===== src/core/adc_routing_map.svh =====
// register map, field positions, reset values and timing counts
`ifndef ADC_ROUTING_MAP_SVH
`define ADC_ROUTING_MAP_SVH

// register indices; byte address is four times the index
`define IDX_SETUP 4'h1
`define IDX_RESULT 4'h2
`define IDX_ROUTING 4'h3
`define IDX_IRQ_STATUS 4'h8
`define IDX_IRQ_MASK 4'h9

// converter_setup fields
`define SETUP_MCLK_LSB 0
`define SETUP_MODE_LSB 2
`define SETUP_WIDTH 16
`define SETUP_RESET 16'h0000
`define MODE_SYNC_STANDBY 4'hb

// pin_function_routing fields
`define ROUTE_PIN0_DIR_BIT 1
`define ROUTE_PIN0_DATA_BIT 4
`define ROUTE_SEL_LSB 8
`define ROUTE_FLUSH_BIT 10
`define ROUTE_WIDTH 16
`define ROUTE_RESET 16'h0000
`define ROUTE_WMASK 16'h0712

// conversion_result
`define RESULT_WIDTH 24
`define RESULT_RESET 24'h000000

// interrupt status bits
`define IRQ_DATA_READY 0
`define IRQ_SYNC_EDGE 1
`define IRQ_FLUSH 2
`define IRQ_WIDTH 3

// timing
`define SYS_CLK_HZ 200000000
`define OSC_HZ 76800
`define OSC_HALF_CYCLES (`SYS_CLK_HZ / (2 * `OSC_HZ))

`endif


===== src/core/adc_routing_pkg.sv =====
// types shared by the clock and routing logic
package adc_routing_pkg;

    typedef enum logic [1:0] {
        MCLK_INT_QUIET = 2'h0,
        MCLK_INT_DRIVEN = 2'h1,
        MCLK_EXT_DIRECT = 2'h2,
        MCLK_EXT_HALVED = 2'h3
    } mclk_src_t;

    typedef enum logic [1:0] {
        ROUTE_DEFAULT = 2'h0,
        ROUTE_CLK_PIN = 2'h1,
        ROUTE_PIN_ZERO = 2'h2,
        ROUTE_DOUT = 2'h3
    } route_sel_t;

    typedef enum logic [2:0] {
        SEQ_IDLE = 3'h1,
        SEQ_CONVERT = 3'h2,
        SEQ_STANDBY = 3'h4
    } seq_state_t;

endpackage


===== src/core/adc_clock_result_event_routing.sv =====
// register bank for clock source, result, sync standby and event pin routing
`timescale 1ns/1ps
`include "adc_routing_map.svh"

//
// Contract
// - mode 1011 toggles convert and standby on each falling frame trigger edge
// - clock select 00: internal oscillator, clock pin not driven
// - clock select 01: internal oscillator, also driven out on clock pin
// - clock select 10: main clock straight from clock pin, 76.8 kHz supplied
// - clock select 11: clock pin carries 153.6 kHz, halved internally
// - 24-bit read-only result holds latest conversion, replaced each completion
// - flush enable set: trigger pulse empties FIFO; clear: FIFO untouched
// - FIFO disabled: data-ready is routed event; else FIFO event
// - routing 00: data-ready to event or dout pin, FIFO event event-pin only
// - routing 01: routed event drives clock pin, over clock output choice
// - routing 10: routed event drives pin zero, over its direction bit
// - routing 11: data-ready to dout pin, FIFO event not routed
module adc_clock_result_event_routing #(
    parameter int OSC_HALF = `OSC_HALF_CYCLES
) (
    // system
    input wire logic clk,
    input wire logic arst_n,
    // apb slave
    input wire logic psel,
    input wire logic penable,
    input wire logic pwrite,
    input wire logic [7:0] paddr,
    input wire logic [31:0] pwdata,
    output logic [31:0] prdata,
    output logic pready,
    output logic pslverr,
    // conversion core
    input wire logic conv_done,
    input wire logic [23:0] conv_data,
    output logic converting,
    output logic standby,
    output logic mclk_tick,
    // fifo side
    input wire logic fifo_enabled,
    input wire logic fifo_event,
    output logic fifo_flush,
    // package option, high for ball package
    input wire logic package_ball,
    // frame trigger pin, active low pulses
    input wire logic frame_trigger_n,
    // clock pin
    input wire logic clk_pin_in,
    output logic clk_pin_out,
    output logic clk_pin_oe,
    // general pin zero
    output logic general_pin_zero_out,
    output logic general_pin_zero_oe,
    // event and data-out pins
    output logic event_pin,
    output logic dout_ready,
    output logic dout_ready_en,
    // interrupt
    output logic irq
);

    logic [`SETUP_WIDTH-1:0] setup_reg;
    logic [`ROUTE_WIDTH-1:0] routing_reg;
    logic [`RESULT_WIDTH-1:0] result_reg;
    logic [`IRQ_WIDTH-1:0] irq_status_reg;
    logic [`IRQ_WIDTH-1:0] irq_mask_reg;
    logic [31:0] rdata_reg;
    logic err_reg;
    logic data_ready_reg;
    logic trig_prev_reg;
    logic flush_reg;
    logic late_conv_reg;
    adc_routing_pkg::seq_state_t seq_reg;
    adc_routing_pkg::seq_state_t seq_next;

    logic setup_phase;
    logic access_done;
    logic wr_en;
    logic rd_done;
    logic [3:0] idx;
    logic idx_mapped;
    logic trig_fall;
    logic sync_mode;
    logic routed_event;
    logic osc_level;
    logic [1:0] mclk_sel;
    adc_routing_pkg::route_sel_t route_sel;
    logic [`IRQ_WIDTH-1:0] irq_events;

    function automatic logic is_mapped(input logic [3:0] i);
        return (i == `IDX_SETUP) || (i == `IDX_RESULT) || (i == `IDX_ROUTING) ||
            (i == `IDX_IRQ_STATUS) || (i == `IDX_IRQ_MASK);
    endfunction

    // apb decode; word aligned, upper address bits must be zero
    assign idx = paddr[5:2];
    assign idx_mapped = is_mapped(idx) && (paddr[1:0] == 2'h0) && (paddr[7:6] == 2'h0);
    assign setup_phase = psel & ~penable;
    assign access_done = psel & penable;
    assign wr_en = access_done & pwrite & idx_mapped;
    assign rd_done = access_done & ~pwrite & idx_mapped;
    assign pready = 1'b1;
    assign pslverr = access_done & err_reg;
    assign prdata = rdata_reg;

    assign mclk_sel = setup_reg[`SETUP_MCLK_LSB +: 2];
    assign sync_mode = setup_reg[`SETUP_MODE_LSB +: 4] == `MODE_SYNC_STANDBY;
    assign route_sel = adc_routing_pkg::route_sel_t'(routing_reg[`ROUTE_SEL_LSB +: 2]);
    assign trig_fall = trig_prev_reg & ~frame_trigger_n;

    // read data captured at setup so the whole result word is one snapshot
    always_ff @(posedge clk or negedge arst_n) begin
        if (!arst_n) begin
            rdata_reg <= 32'h00000000;
            err_reg <= 1'b0;
        end else if (setup_phase) begin
            err_reg <= ~idx_mapped;
            rdata_reg <= 32'h00000000;
            // refused addresses read zero, even when the index alone is mapped
            if (!pwrite && idx_mapped) begin
                unique case (idx)
                    `IDX_SETUP: rdata_reg <= {16'h0000, setup_reg};
                    `IDX_RESULT: rdata_reg <= {8'h00, result_reg};
                    `IDX_ROUTING: rdata_reg <= {16'h0000, routing_reg};
                    `IDX_IRQ_STATUS: rdata_reg <= {29'h00000000, irq_status_reg};
                    `IDX_IRQ_MASK: rdata_reg <= {29'h00000000, irq_mask_reg};
                    default: rdata_reg <= 32'h00000000;
                endcase
            end
        end
    end

    // software registers
    always_ff @(posedge clk or negedge arst_n) begin
        if (!arst_n) begin
            setup_reg <= `SETUP_RESET;
            routing_reg <= `ROUTE_RESET;
            irq_mask_reg <= 3'h0;
        end else if (wr_en) begin
            unique case (idx)
                `IDX_SETUP: setup_reg <= pwdata[15:0];
                // reserved routing bits stay zero
                `IDX_ROUTING: routing_reg <= pwdata[15:0] & `ROUTE_WMASK;
                `IDX_IRQ_MASK: irq_mask_reg <= pwdata[2:0];
                default: ;
            endcase
        end
    end

    // result register, written whole in a single edge
    always_ff @(posedge clk or negedge arst_n) begin
        if (!arst_n) begin
            result_reg <= `RESULT_RESET;
        end else if (conv_done) begin
            result_reg <= conv_data;
        end
    end

    // a result landing after the read snapshot was not seen, so data-ready must stay
    always_ff @(posedge clk or negedge arst_n) begin
        if (!arst_n) begin
            late_conv_reg <= 1'b0;
        end else if (setup_phase) begin
            late_conv_reg <= conv_done;
        end else if (conv_done) begin
            late_conv_reg <= 1'b1;
        end
    end

    // data-ready level: set by a conversion, dropped by a result read
    always_ff @(posedge clk or negedge arst_n) begin
        if (!arst_n) begin
            data_ready_reg <= 1'b0;
        end else if (conv_done) begin
            data_ready_reg <= 1'b1;
        end else if (rd_done && idx == `IDX_RESULT && !late_conv_reg) begin
            data_ready_reg <= 1'b0;
        end
    end

    // frame trigger edge and fifo flush
    always_ff @(posedge clk or negedge arst_n) begin
        if (!arst_n) begin
            trig_prev_reg <= 1'b1;
            flush_reg <= 1'b0;
        end else begin
            trig_prev_reg <= frame_trigger_n;
            flush_reg <= trig_fall & routing_reg[`ROUTE_FLUSH_BIT];
        end
    end

    // sync standby sequencing
    always_comb begin
        seq_next = seq_reg;
        unique case (seq_reg)
            adc_routing_pkg::SEQ_IDLE: begin
                if (sync_mode) begin
                    seq_next = adc_routing_pkg::SEQ_STANDBY;
                end
            end
            adc_routing_pkg::SEQ_CONVERT: begin
                if (!sync_mode) begin
                    seq_next = adc_routing_pkg::SEQ_IDLE;
                end else if (trig_fall) begin
                    seq_next = adc_routing_pkg::SEQ_STANDBY;
                end
            end
            adc_routing_pkg::SEQ_STANDBY: begin
                if (!sync_mode) begin
                    seq_next = adc_routing_pkg::SEQ_IDLE;
                end else if (trig_fall) begin
                    seq_next = adc_routing_pkg::SEQ_CONVERT;
                end
            end
            default: seq_next = adc_routing_pkg::SEQ_IDLE;
        endcase
    end

    always_ff @(posedge clk or negedge arst_n) begin
        if (!arst_n) begin
            seq_reg <= adc_routing_pkg::SEQ_IDLE;
        end else begin
            seq_reg <= seq_next;
        end
    end

    assign converting = seq_reg == adc_routing_pkg::SEQ_CONVERT;
    assign standby = seq_reg == adc_routing_pkg::SEQ_STANDBY;
    assign fifo_flush = flush_reg;

    // main clock
    clk_source_sel #(
        .OSC_HALF(OSC_HALF)
    ) clk_source_sel_inst (
        .clk(clk),
        .arst_n(arst_n),
        .mclk_sel(mclk_sel),
        .clk_pin_in(clk_pin_in),
        .mclk_tick(mclk_tick),
        .osc_level(osc_level)
    );

    // event selection and pin routing
    assign routed_event = fifo_enabled ? fifo_event : data_ready_reg;

    always_comb begin
        clk_pin_out = 1'b0;
        clk_pin_oe = 1'b0;
        general_pin_zero_out = routing_reg[`ROUTE_PIN0_DATA_BIT];
        general_pin_zero_oe = routing_reg[`ROUTE_PIN0_DIR_BIT];
        event_pin = 1'b0;
        dout_ready = 1'b0;
        dout_ready_en = 1'b0;
        if (mclk_sel == 2'(adc_routing_pkg::MCLK_INT_DRIVEN)) begin
            clk_pin_out = osc_level;
            clk_pin_oe = 1'b1;
        end
        unique case (route_sel)
            adc_routing_pkg::ROUTE_DEFAULT: begin
                if (package_ball) begin
                    event_pin = routed_event;
                end else if (!fifo_enabled) begin
                    // lead package: no pin for the fifo event here
                    dout_ready = data_ready_reg;
                    dout_ready_en = 1'b1;
                end
            end
            adc_routing_pkg::ROUTE_CLK_PIN: begin
                // external clock modes would collide with this drive; host's care
                clk_pin_out = routed_event;
                clk_pin_oe = 1'b1;
            end
            adc_routing_pkg::ROUTE_PIN_ZERO: begin
                general_pin_zero_out = routed_event;
                general_pin_zero_oe = 1'b1;
            end
            adc_routing_pkg::ROUTE_DOUT: begin
                dout_ready = data_ready_reg & ~fifo_enabled;
                dout_ready_en = ~fifo_enabled;
            end
        endcase
    end

    // interrupt status: set wins over read-clear
    assign irq_events[`IRQ_DATA_READY] = conv_done;
    assign irq_events[`IRQ_SYNC_EDGE] = trig_fall;
    assign irq_events[`IRQ_FLUSH] = flush_reg;

    always_ff @(posedge clk or negedge arst_n) begin
        if (!arst_n) begin
            irq_status_reg <= 3'h0;
        end else if (rd_done && idx == `IDX_IRQ_STATUS) begin
            // clear only the bits the snapshot reported, later events survive
            irq_status_reg <= (irq_status_reg & ~rdata_reg[`IRQ_WIDTH-1:0]) | irq_events;
        end else begin
            irq_status_reg <= irq_status_reg | irq_events;
        end
    end

    assign irq = |(irq_status_reg & irq_mask_reg);

endmodule


===== src/core/clk_source_sel.sv =====
// main clock source: internal oscillator or clock pin, optional halving
`timescale 1ns/1ps
`include "adc_routing_map.svh"

module clk_source_sel #(
    parameter int OSC_HALF = `OSC_HALF_CYCLES
) (
    // system
    input wire logic clk,
    input wire logic arst_n,
    // control
    input wire logic [1:0] mclk_sel,
    // clock pin level, sampled
    input wire logic clk_pin_in,
    // results
    output logic mclk_tick,
    output logic osc_level
);

    logic [11:0] osc_cnt_reg;
    logic osc_level_reg;
    logic pin_prev_reg;
    logic halve_reg;
    logic tick_reg;
    logic pin_rise;
    logic osc_rise;

    assign pin_rise = clk_pin_in & ~pin_prev_reg;
    assign osc_rise = (osc_cnt_reg == 12'(OSC_HALF - 1)) & ~osc_level_reg;

    // oscillator stand-in, free running so clock-out never glitches on a mode switch
    always_ff @(posedge clk or negedge arst_n) begin
        if (!arst_n) begin
            osc_cnt_reg <= 12'h000;
            osc_level_reg <= 1'b0;
        end else if (osc_cnt_reg == 12'(OSC_HALF - 1)) begin
            osc_cnt_reg <= 12'h000;
            osc_level_reg <= ~osc_level_reg;
        end else begin
            osc_cnt_reg <= osc_cnt_reg + 12'h001;
        end
    end

    always_ff @(posedge clk or negedge arst_n) begin
        if (!arst_n) begin
            pin_prev_reg <= 1'b0;
            halve_reg <= 1'b0;
        end else begin
            pin_prev_reg <= clk_pin_in;
            if (pin_rise) begin
                halve_reg <= ~halve_reg;
            end
        end
    end

    always_ff @(posedge clk or negedge arst_n) begin
        if (!arst_n) begin
            tick_reg <= 1'b0;
        end else begin
            unique case (adc_routing_pkg::mclk_src_t'(mclk_sel))
                adc_routing_pkg::MCLK_INT_QUIET: tick_reg <= osc_rise;
                adc_routing_pkg::MCLK_INT_DRIVEN: tick_reg <= osc_rise;
                adc_routing_pkg::MCLK_EXT_DIRECT: tick_reg <= pin_rise;
                adc_routing_pkg::MCLK_EXT_HALVED: tick_reg <= pin_rise & halve_reg;
            endcase
        end
    end

    assign mclk_tick = tick_reg;
    assign osc_level = osc_level_reg;

endmodule


===== config.mk =====
export PLATFORM = sky130hd
export DESIGN_NAME = adc_clock_result_event_routing
export DESIGN_NICKNAME = d
export VERILOG_FILES = /design/src/core/adc_routing_pkg.sv /design/src/core/adc_clock_result_event_routing.sv /design/src/core/clk_source_sel.sv
export VERILOG_INCLUDE_DIRS = /design/src /design/src/core
export SDC_FILE = /design/constraint.sdc
export NUM_CORES = 1
export LEC_CHECK = 0
export BUFFER_PORTS_ARGS = -buffer_cell sky130_fd_sc_hd__clkbuf_2
export CAP_MARGIN = 15
export CORE_UTILIZATION = 56
export CTS_CLUSTER_SIZE = 12
export DETAILED_ROUTE_END_ITERATION = 10
export PLACE_DENSITY_LB_ADDON = 0.08
export SYNTH_ARGS = -nofsm -noshare
export SYNTH_HDL_FRONTEND = slang
export SYNTH_SLANG_ARGS = --single-unit

===== constraint.sdc =====
create_clock -name clk -period 3.2 [get_ports clk]
set_clock_uncertainty 0.2 [all_clocks]
set_input_delay 0.8 -clock clk [delete_from_list [all_inputs] [get_ports clk]]
set_output_delay 0.8 -clock clk [all_outputs]
set_load 0.005 [all_outputs]

==> results of run 1 <==
[cell families after synthesis]
| kind of cell | Yosys count | share of synthesized area [%] |
|---|---|---|
| other | 2 | 0.1675 |
| flip-flops | 99 | 55.32 |
| AND/OR/NAND/NOR | 93 | 12.28 |
| multiplexers | 58 | 14.96 |
| AO/OA/AOI/OAI | 58 | 8.904 |
| buffers and inverters | 36 | 4.354 |
| adder cells (fa/ha/maj) | 6 | 1.675 |
| XOR/XNOR | 12 | 2.344 |
[power groups by stage]
stage | combinational [mW] | clock, mW | sequential (mW)
floorplan | 0.105 | 0 | 1.34
global placement | 0.182 | 0 | 1.34
detailed placement | 0.187 | 0 | 1.35
CTS | 0.189 | 0.772 | 1.32
global route | 0.206 | 0.810 | 1.33
finish | 0.185 | 0.748 | 1.32
[cell usage after synthesis (2+ instances only)]
cell type  number
nand2b_1        5
inv_1          11
nand4_1         5
nor3_1          6
buf_1           2
clkbuf_1       10
a21o_1          7
buf_6           3
mux2_2         52
nor2b_1         5
nor2_1         17
or3_1           2
mux2_4          5
xnor2_1         8
conb_1          2
dfrtp_1        97
buf_4           9
and3_1          2
a21oi_1         3
and2_1          2
o21ai_0        18
nand3_1         8
nor4b_1         3
xor2_1          4
nor3b_1         2
dfstp_2         2
a22o_1          8
nand2_1        24
a32oi_1         2
and4b_1         2
a22oi_1        13
ha_1            6
[cell type report]
cell class | count | share of cell area [%]
repair buffers | 101 | 10.52
flip-flops and latches | 99 | 47.59
clock inverters | 6 | 1.008
multi-input cells | 236 | 35.20
well taps | 102 | 2.449
clock buffers | 10 | 2.449
inverters | 11 | 0.7923
[through the flow]
step	hold slack [ns]	instances	utilization, %	area (sq um)	setup WS, ns
floorplan	0.2470	371	-	4509	0.6172
global placement	0.2628	549	65.11	5031	0.4470
detailed placement	0.2717	549	65.11	5031	0.4060
CTS	0.2042	565	67.44	5211	0.5039
global route	0.2258	565	67.44	5211	0.4170
finish	0.2022	565	67.44	5211	0.5328
[how the worst max path moves through the flow]
stage                              start           end  slack, ns  depth (start not counted)
after floorplan                 paddr[1]  setup_reg[0]       0.62                          5
after global placement          paddr[1]  setup_reg[2]       0.45                          6
after detailed placement        paddr[1]  setup_reg[4]       0.41                          6
after CTS                 routing_reg[8]    dout_ready       0.50                          5
after global routing      routing_reg[8]    dout_ready       0.42                          5
final                     routing_reg[8]    dout_ready       0.53                          5
[routing by layer]
layer / GRT usage (%) / vias up
met4: 6.481 / 0
met1: 29.45 / 1545
li1: - / 1455
met2: 40.41 / 102
met3: 7.621 / 11
met5: 0 / -
==> impl_metrics.yaml, run 1 <==
outcome:
  outcome: "completed"
timing:
  rsz0062_at_grt: "false"
  clock.fmax_mhz: 374.9
  setup_viol: 0
  finalSetupTns_ns: 0
  final-hold-violation-count: 0
  finalMaxSlewViolations: 0
  min_period_ns: 2.667
  fin_crit_sh_pct: 83.35
  worst_pin_slew_ns: 0.8330
  slew_headroom_pct: 44.32
clocking:
  insertion_delay_ns: 0.36
  hold_buffers: 0
  h-tree-depth: 3
  cts_resized: 0
  cts_root_buf: "clkbuf_8"
  cts_setup_buffers: 0
  cts_buffers: 9
  clk_transition_reported_paths_ns: 0.09
  clock-sinks: 99
  cts_tree: "yes"
  cts_buffer_depth: 2
run:
  drv_cap: 0
drt:
  wl_microns: 9093
  vias: 3113
  wl_met2_microns: 4509
  drc_errors: 0
  via_per_inst: 5.510
  dr.max_layer_used: "met4"
  wl_met3_microns: 589
  wl_met1_microns: 3886
  dr.pass1.iters: 4
  wl_per_cell_microns: 16.09
  drtIter0Drc: 142
  detail-route-antenna-nets: 0
worst_setup_path:
  worstPathArrival_ns: 1.67
  critPathRequiredTime_ns: 2.20
  critPathKind: "reg -> out"
  crit_path_end_kind: "output port"
  reg2reg_slack_ns: 1.04
  r2r-start: "clk_source_sel_inst.osc_cnt_reg[1]"
  critPathTopFamily: "flip-flops"
  start_kind: "flip-flop"
  slowest_delay_ns: 0.44
  worst-path-buf-inv: 2
  critPathSlowestCell: "dfrtp_1"
  path_cells: "inv_1 -> ha_1 -> nor3_1 -> and2_1 -> clkbuf_2"
  critPathMaxFanout: 5
  r2r_end: "clk_source_sel_inst.osc_level"
  reg2regPathDepth: 6
synth:
  synthTopCellsByArea: "dfrtp_1, mux2_2, a22oi_1"
  synth.distinct_cells: 51
  yosysTopAreaCell: "dfrtp_1"
  synth.avg_cell_area_sq_um: 12.32
  ys_async_sr_fraction_pct: 100.0
  synth_seq_cells: 99
  synth_top_area_share_pct: 54.14
  synth_edf_count: 0
  synth-seq-area-share_pct: 55.32
  synthFlopType: "dfrtp_1"
  syn-cell-area_sq_um: 4483
  ys_warn_count: 0
  synthCells: 364
pwr:
  switching_share_pct: 25.44
  power_leakage_nw: 2.542
  p_total_mw: 2.255
  comb_power_share_pct: 8.2
  intPower_mw: 1.682
  p_clk_share_pct: 33.2
  ir_drop_v: 0.0003292
  power-per-cell-area_nw_per_um2: 432.8
  power_frac_seq_pct: 58.6
  switchingPower_uw: 573.8
finish:
  final_cell_mix: "dfrtp_1, clkbuf_2, mux2_2"
  num_antenna_cells: 0
  drive_above_1_share_pct: 39.31
  fillerInstances: 601
  nets: 539
  register_area_sq_um: 2480
  final_common_cell: "dfrtp_1"
  multi_input_area_sq_um: 1834
  syn2layout_area_growth_pct: 16.24
place:
  io_buffers: 95
  hpwl_microns: 6595
  place.gp.congestion: 0.7724
floorplan:
  die_area_sq_um: 8368
  core-area_sq_um: 7727
  die_x_microns: 91.48
  fp.dieH_microns: 91.48
  num_io_pins: 121
  initial_core_util_pct: 58.01
  rows: 32
global_route:
  grt_antenna_before_repair: 0
  grt_pass1_vias: 3202
  grt.overflow.total: 0
  grt_max_degree: 63
  grt_pass1_wl_microns: 15480
  track_usage_pct: 23.89
hold_path:
  hold_class: "in -> async"
No activity file was read; power rests on OpenSTA's default activity.
==> inputs of run 2 (changes only) <==
--- a/config.mk
+++ b/config.mk
@@ -8,7 +8,7 @@
 export LEC_CHECK = 0
 export BUFFER_PORTS_ARGS = -buffer_cell sky130_fd_sc_hd__clkbuf_2
 export CAP_MARGIN = 15
-export CORE_UTILIZATION = 56
+export CORE_UTILIZATION = 52
 export CTS_CLUSTER_SIZE = 12
 export DETAILED_ROUTE_END_ITERATION = 10
 export PLACE_DENSITY_LB_ADDON = 0.08
==> constraint.sdc (replaced) <==
create_clock -name clk -period 2.6 [get_ports clk]
set_clock_uncertainty 0.2 [all_clocks]
set_input_delay 0.65 -clock clk [delete_from_list [all_inputs] [get_ports clk]]
set_output_delay 0.65 -clock clk [all_outputs]
set_load 0.005 [all_outputs]
==> impl_metrics.yaml, run 2 (synthesis gave the netlist of run 1 again) <==
worst_setup_path:
  critPathMaxFanout: 5
  r2r_end: "clk_source_sel_inst.osc_level"
  critPathSlowestCell: "dfrtp_2"
  worstPathArrival_ns: 1.62
  path_cells: "inv_1 -> ha_1 -> nor3_1 -> and2_1 -> clkbuf_2"
  timing.critical_path.to: "dout_ready"
  reg2regPathDepth: 7
  reg2reg_slack_ns: 0.81
  critPathRequiredTime_ns: 1.75
  crit_path_start: "routing_reg[8]"
  start_kind: "flip-flop"
  slowest_delay_ns: 0.42
  r2r-start: "clk_source_sel_inst.osc_cnt_reg[1]"
  critPathKind: "reg -> out"
  crit_path_end_kind: "output port"
drt:
  detail-route-antenna-nets: 0
  wl_per_cell_microns: 15.81
  dr.pass1.iters: 4
  vias: 3102
  drc_errors: 0
  via_per_inst: 5.367
  drtIter0Drc: 138
  wl_microns: 9140
timing:
  setup_viol: 0
  finalMaxSlewViolations: 0
  worst_pin_slew_ns: 0.7356
  finalWorstSetupSlack_ns: 0.1338
  finalSetupTns_ns: 0
  fin_crit_sh_pct: 94.85
  rsz0062_at_grt: "false"
  clock.fmax_mhz: 405.5
  min_period_ns: 2.466
  final-hold-violation-count: 0
  slew_headroom_pct: 50.96
clocking:
  clock-sinks: 99
  cts_root_buf: "clkbuf_8"
  cts_buffers: 9
  hold_buffers: 0
  cts_tree: "yes"
  cts_setup_buffers: 0
  clk_transition_reported_paths_ns: 0.11
  insertion_delay_ns: 0.38
  h-tree-depth: 3
  cts_buffer_depth: 2
pwr:
  p_clk_share_pct: 35.0
  switchingPower_uw: 747.6
  power_frac_seq_pct: 56.8
  power_leakage_nw: 2.607
  intPower_mw: 2.116
  ir_drop_v: 0.0003595
  power-per-cell-area_nw_per_um2: 540.5
  switching_share_pct: 26.10
  comb_power_share_pct: 8.2
floorplan:
  num_io_pins: 121
  die_area_sq_um: 8997
  rows: 33
  fp.dieH_microns: 94.85
  initial_core_util_pct: 54.02
  core-area_sq_um: 8299
  die_x_microns: 94.85
hold_path:
  hold_class: "in -> async"
finish:
  fillerInstances: 694
  fin_area_sq_um: 5299
  finalCoreUtilization_pct: 63.85
  drive_above_1_share_pct: 41.01
  syn2layout_area_growth_pct: 18.20
  nets: 549
  final_common_cell: "dfrtp_1"
  final_cell_mix: "dfrtp_1, clkbuf_2, mux2_2"
  num_antenna_cells: 0
global_route:
  grt_pass1_vias: 3095
  grt_pass1_wl_microns: 14900
  grt.overflow.total: 0
  grt_antenna_before_repair: 0
  grt_max_degree: 46
  track_usage_pct: 22.05
place:
  place.gp.congestion: 0.7627
  pre_cts_slack_ns: 0.1018
  io_buffers: 95
  dpl_cell_area_sq_um: 5097
  hpwl_microns: 6524
outcome:
  outcome: "completed"
run:
  drv_cap: 0
-- run 2: changes by cell type in the layout (fill, tap and decap cells not counted), moves of 2 or more --
| cell | before | now |
|---|---|---|
| inv_6 | 3 | 1 |
| inv_8 | 1 | 4 |
| clkinvlp_4 | 2 | 0 |
| buf_4 | 5 | 16 |
-- run 2: power groups by stage --
stage | Clock [mW] | Combinational [mW] | Sequential (mW)
after global routing | 1.08 | 0.263 | 1.63
after floorplan | 0 | 0.130 | 1.65
after CTS | 1.03 | 0.240 | 1.63
final | 1.00 | 0.236 | 1.63
after global placement | 0 | 0.234 | 1.65
after detailed placement | 0 | 0.238 | 1.66
-- run 2: worst max-delay path, delay by kind of cell, from the launching register on --
kind | cells | cell delay, ns
flip-flops | 1 | 0.42
AND/OR/NAND/NOR | 2 | 0.36
adder cells (fa/ha/maj) | 1 | 0.29
buffers and inverters | 2 | 0.17
-- run 2: routing by layer --
metal  vias up  GRT usage [%]  routed length [microns]
li1       1481              -                        -
met1      1534          28.18                     4097
met2        77          35.67                     4407
met3        10          6.200                      520
met4         0          8.207                      115
met5         -              0                        0
-- run 2: through the flow --
stage	hold WS, ns	instances	power, mW
after global placement	0.2613	562	1.888
after global routing	0.05168	578	2.976
after floorplan	0.1544	371	1.777
after CTS	0.03100	578	2.898
after detailed placement	0.2742	562	1.896
final	0.03110	578	2.864
-- run 2: worst min path at each step --
stage	start	to	slack (ns)	cells past startpoint
global route	arst_n	setup_reg[5]	0.05	1
detailed placement	prdata[7]	prdata[7]	0.27	2
CTS	arst_n	setup_reg[5]	0.03	1
finish	arst_n	setup_reg[5]	0.03	1
global placement	clk_source_sel_inst.halve_reg	clk_source_sel_inst.halve_reg	0.26	1
floorplan	arst_n	clk_source_sel_inst.halve_reg	0.15	0
-- run 2: area by class of cell --
class                           instances  area (sq um)  area share, %
Clock buffer                           10         137.6          2.597
Clock inverter                          6         62.56          1.181
Inverter                               11         41.29         0.7792
Multi-Input combinational cell        236          1834          34.62
Sequential cell                        99          2481          46.82
Tap cell                              105         131.4          2.479
Timing Repair Buffer                  111         610.6          11.52
-- run 2: what timing repair did --
action,CTS,global route
hold endpoints to repair,0,0
resized for setup,0,1
setup endpoints to repair,0,1
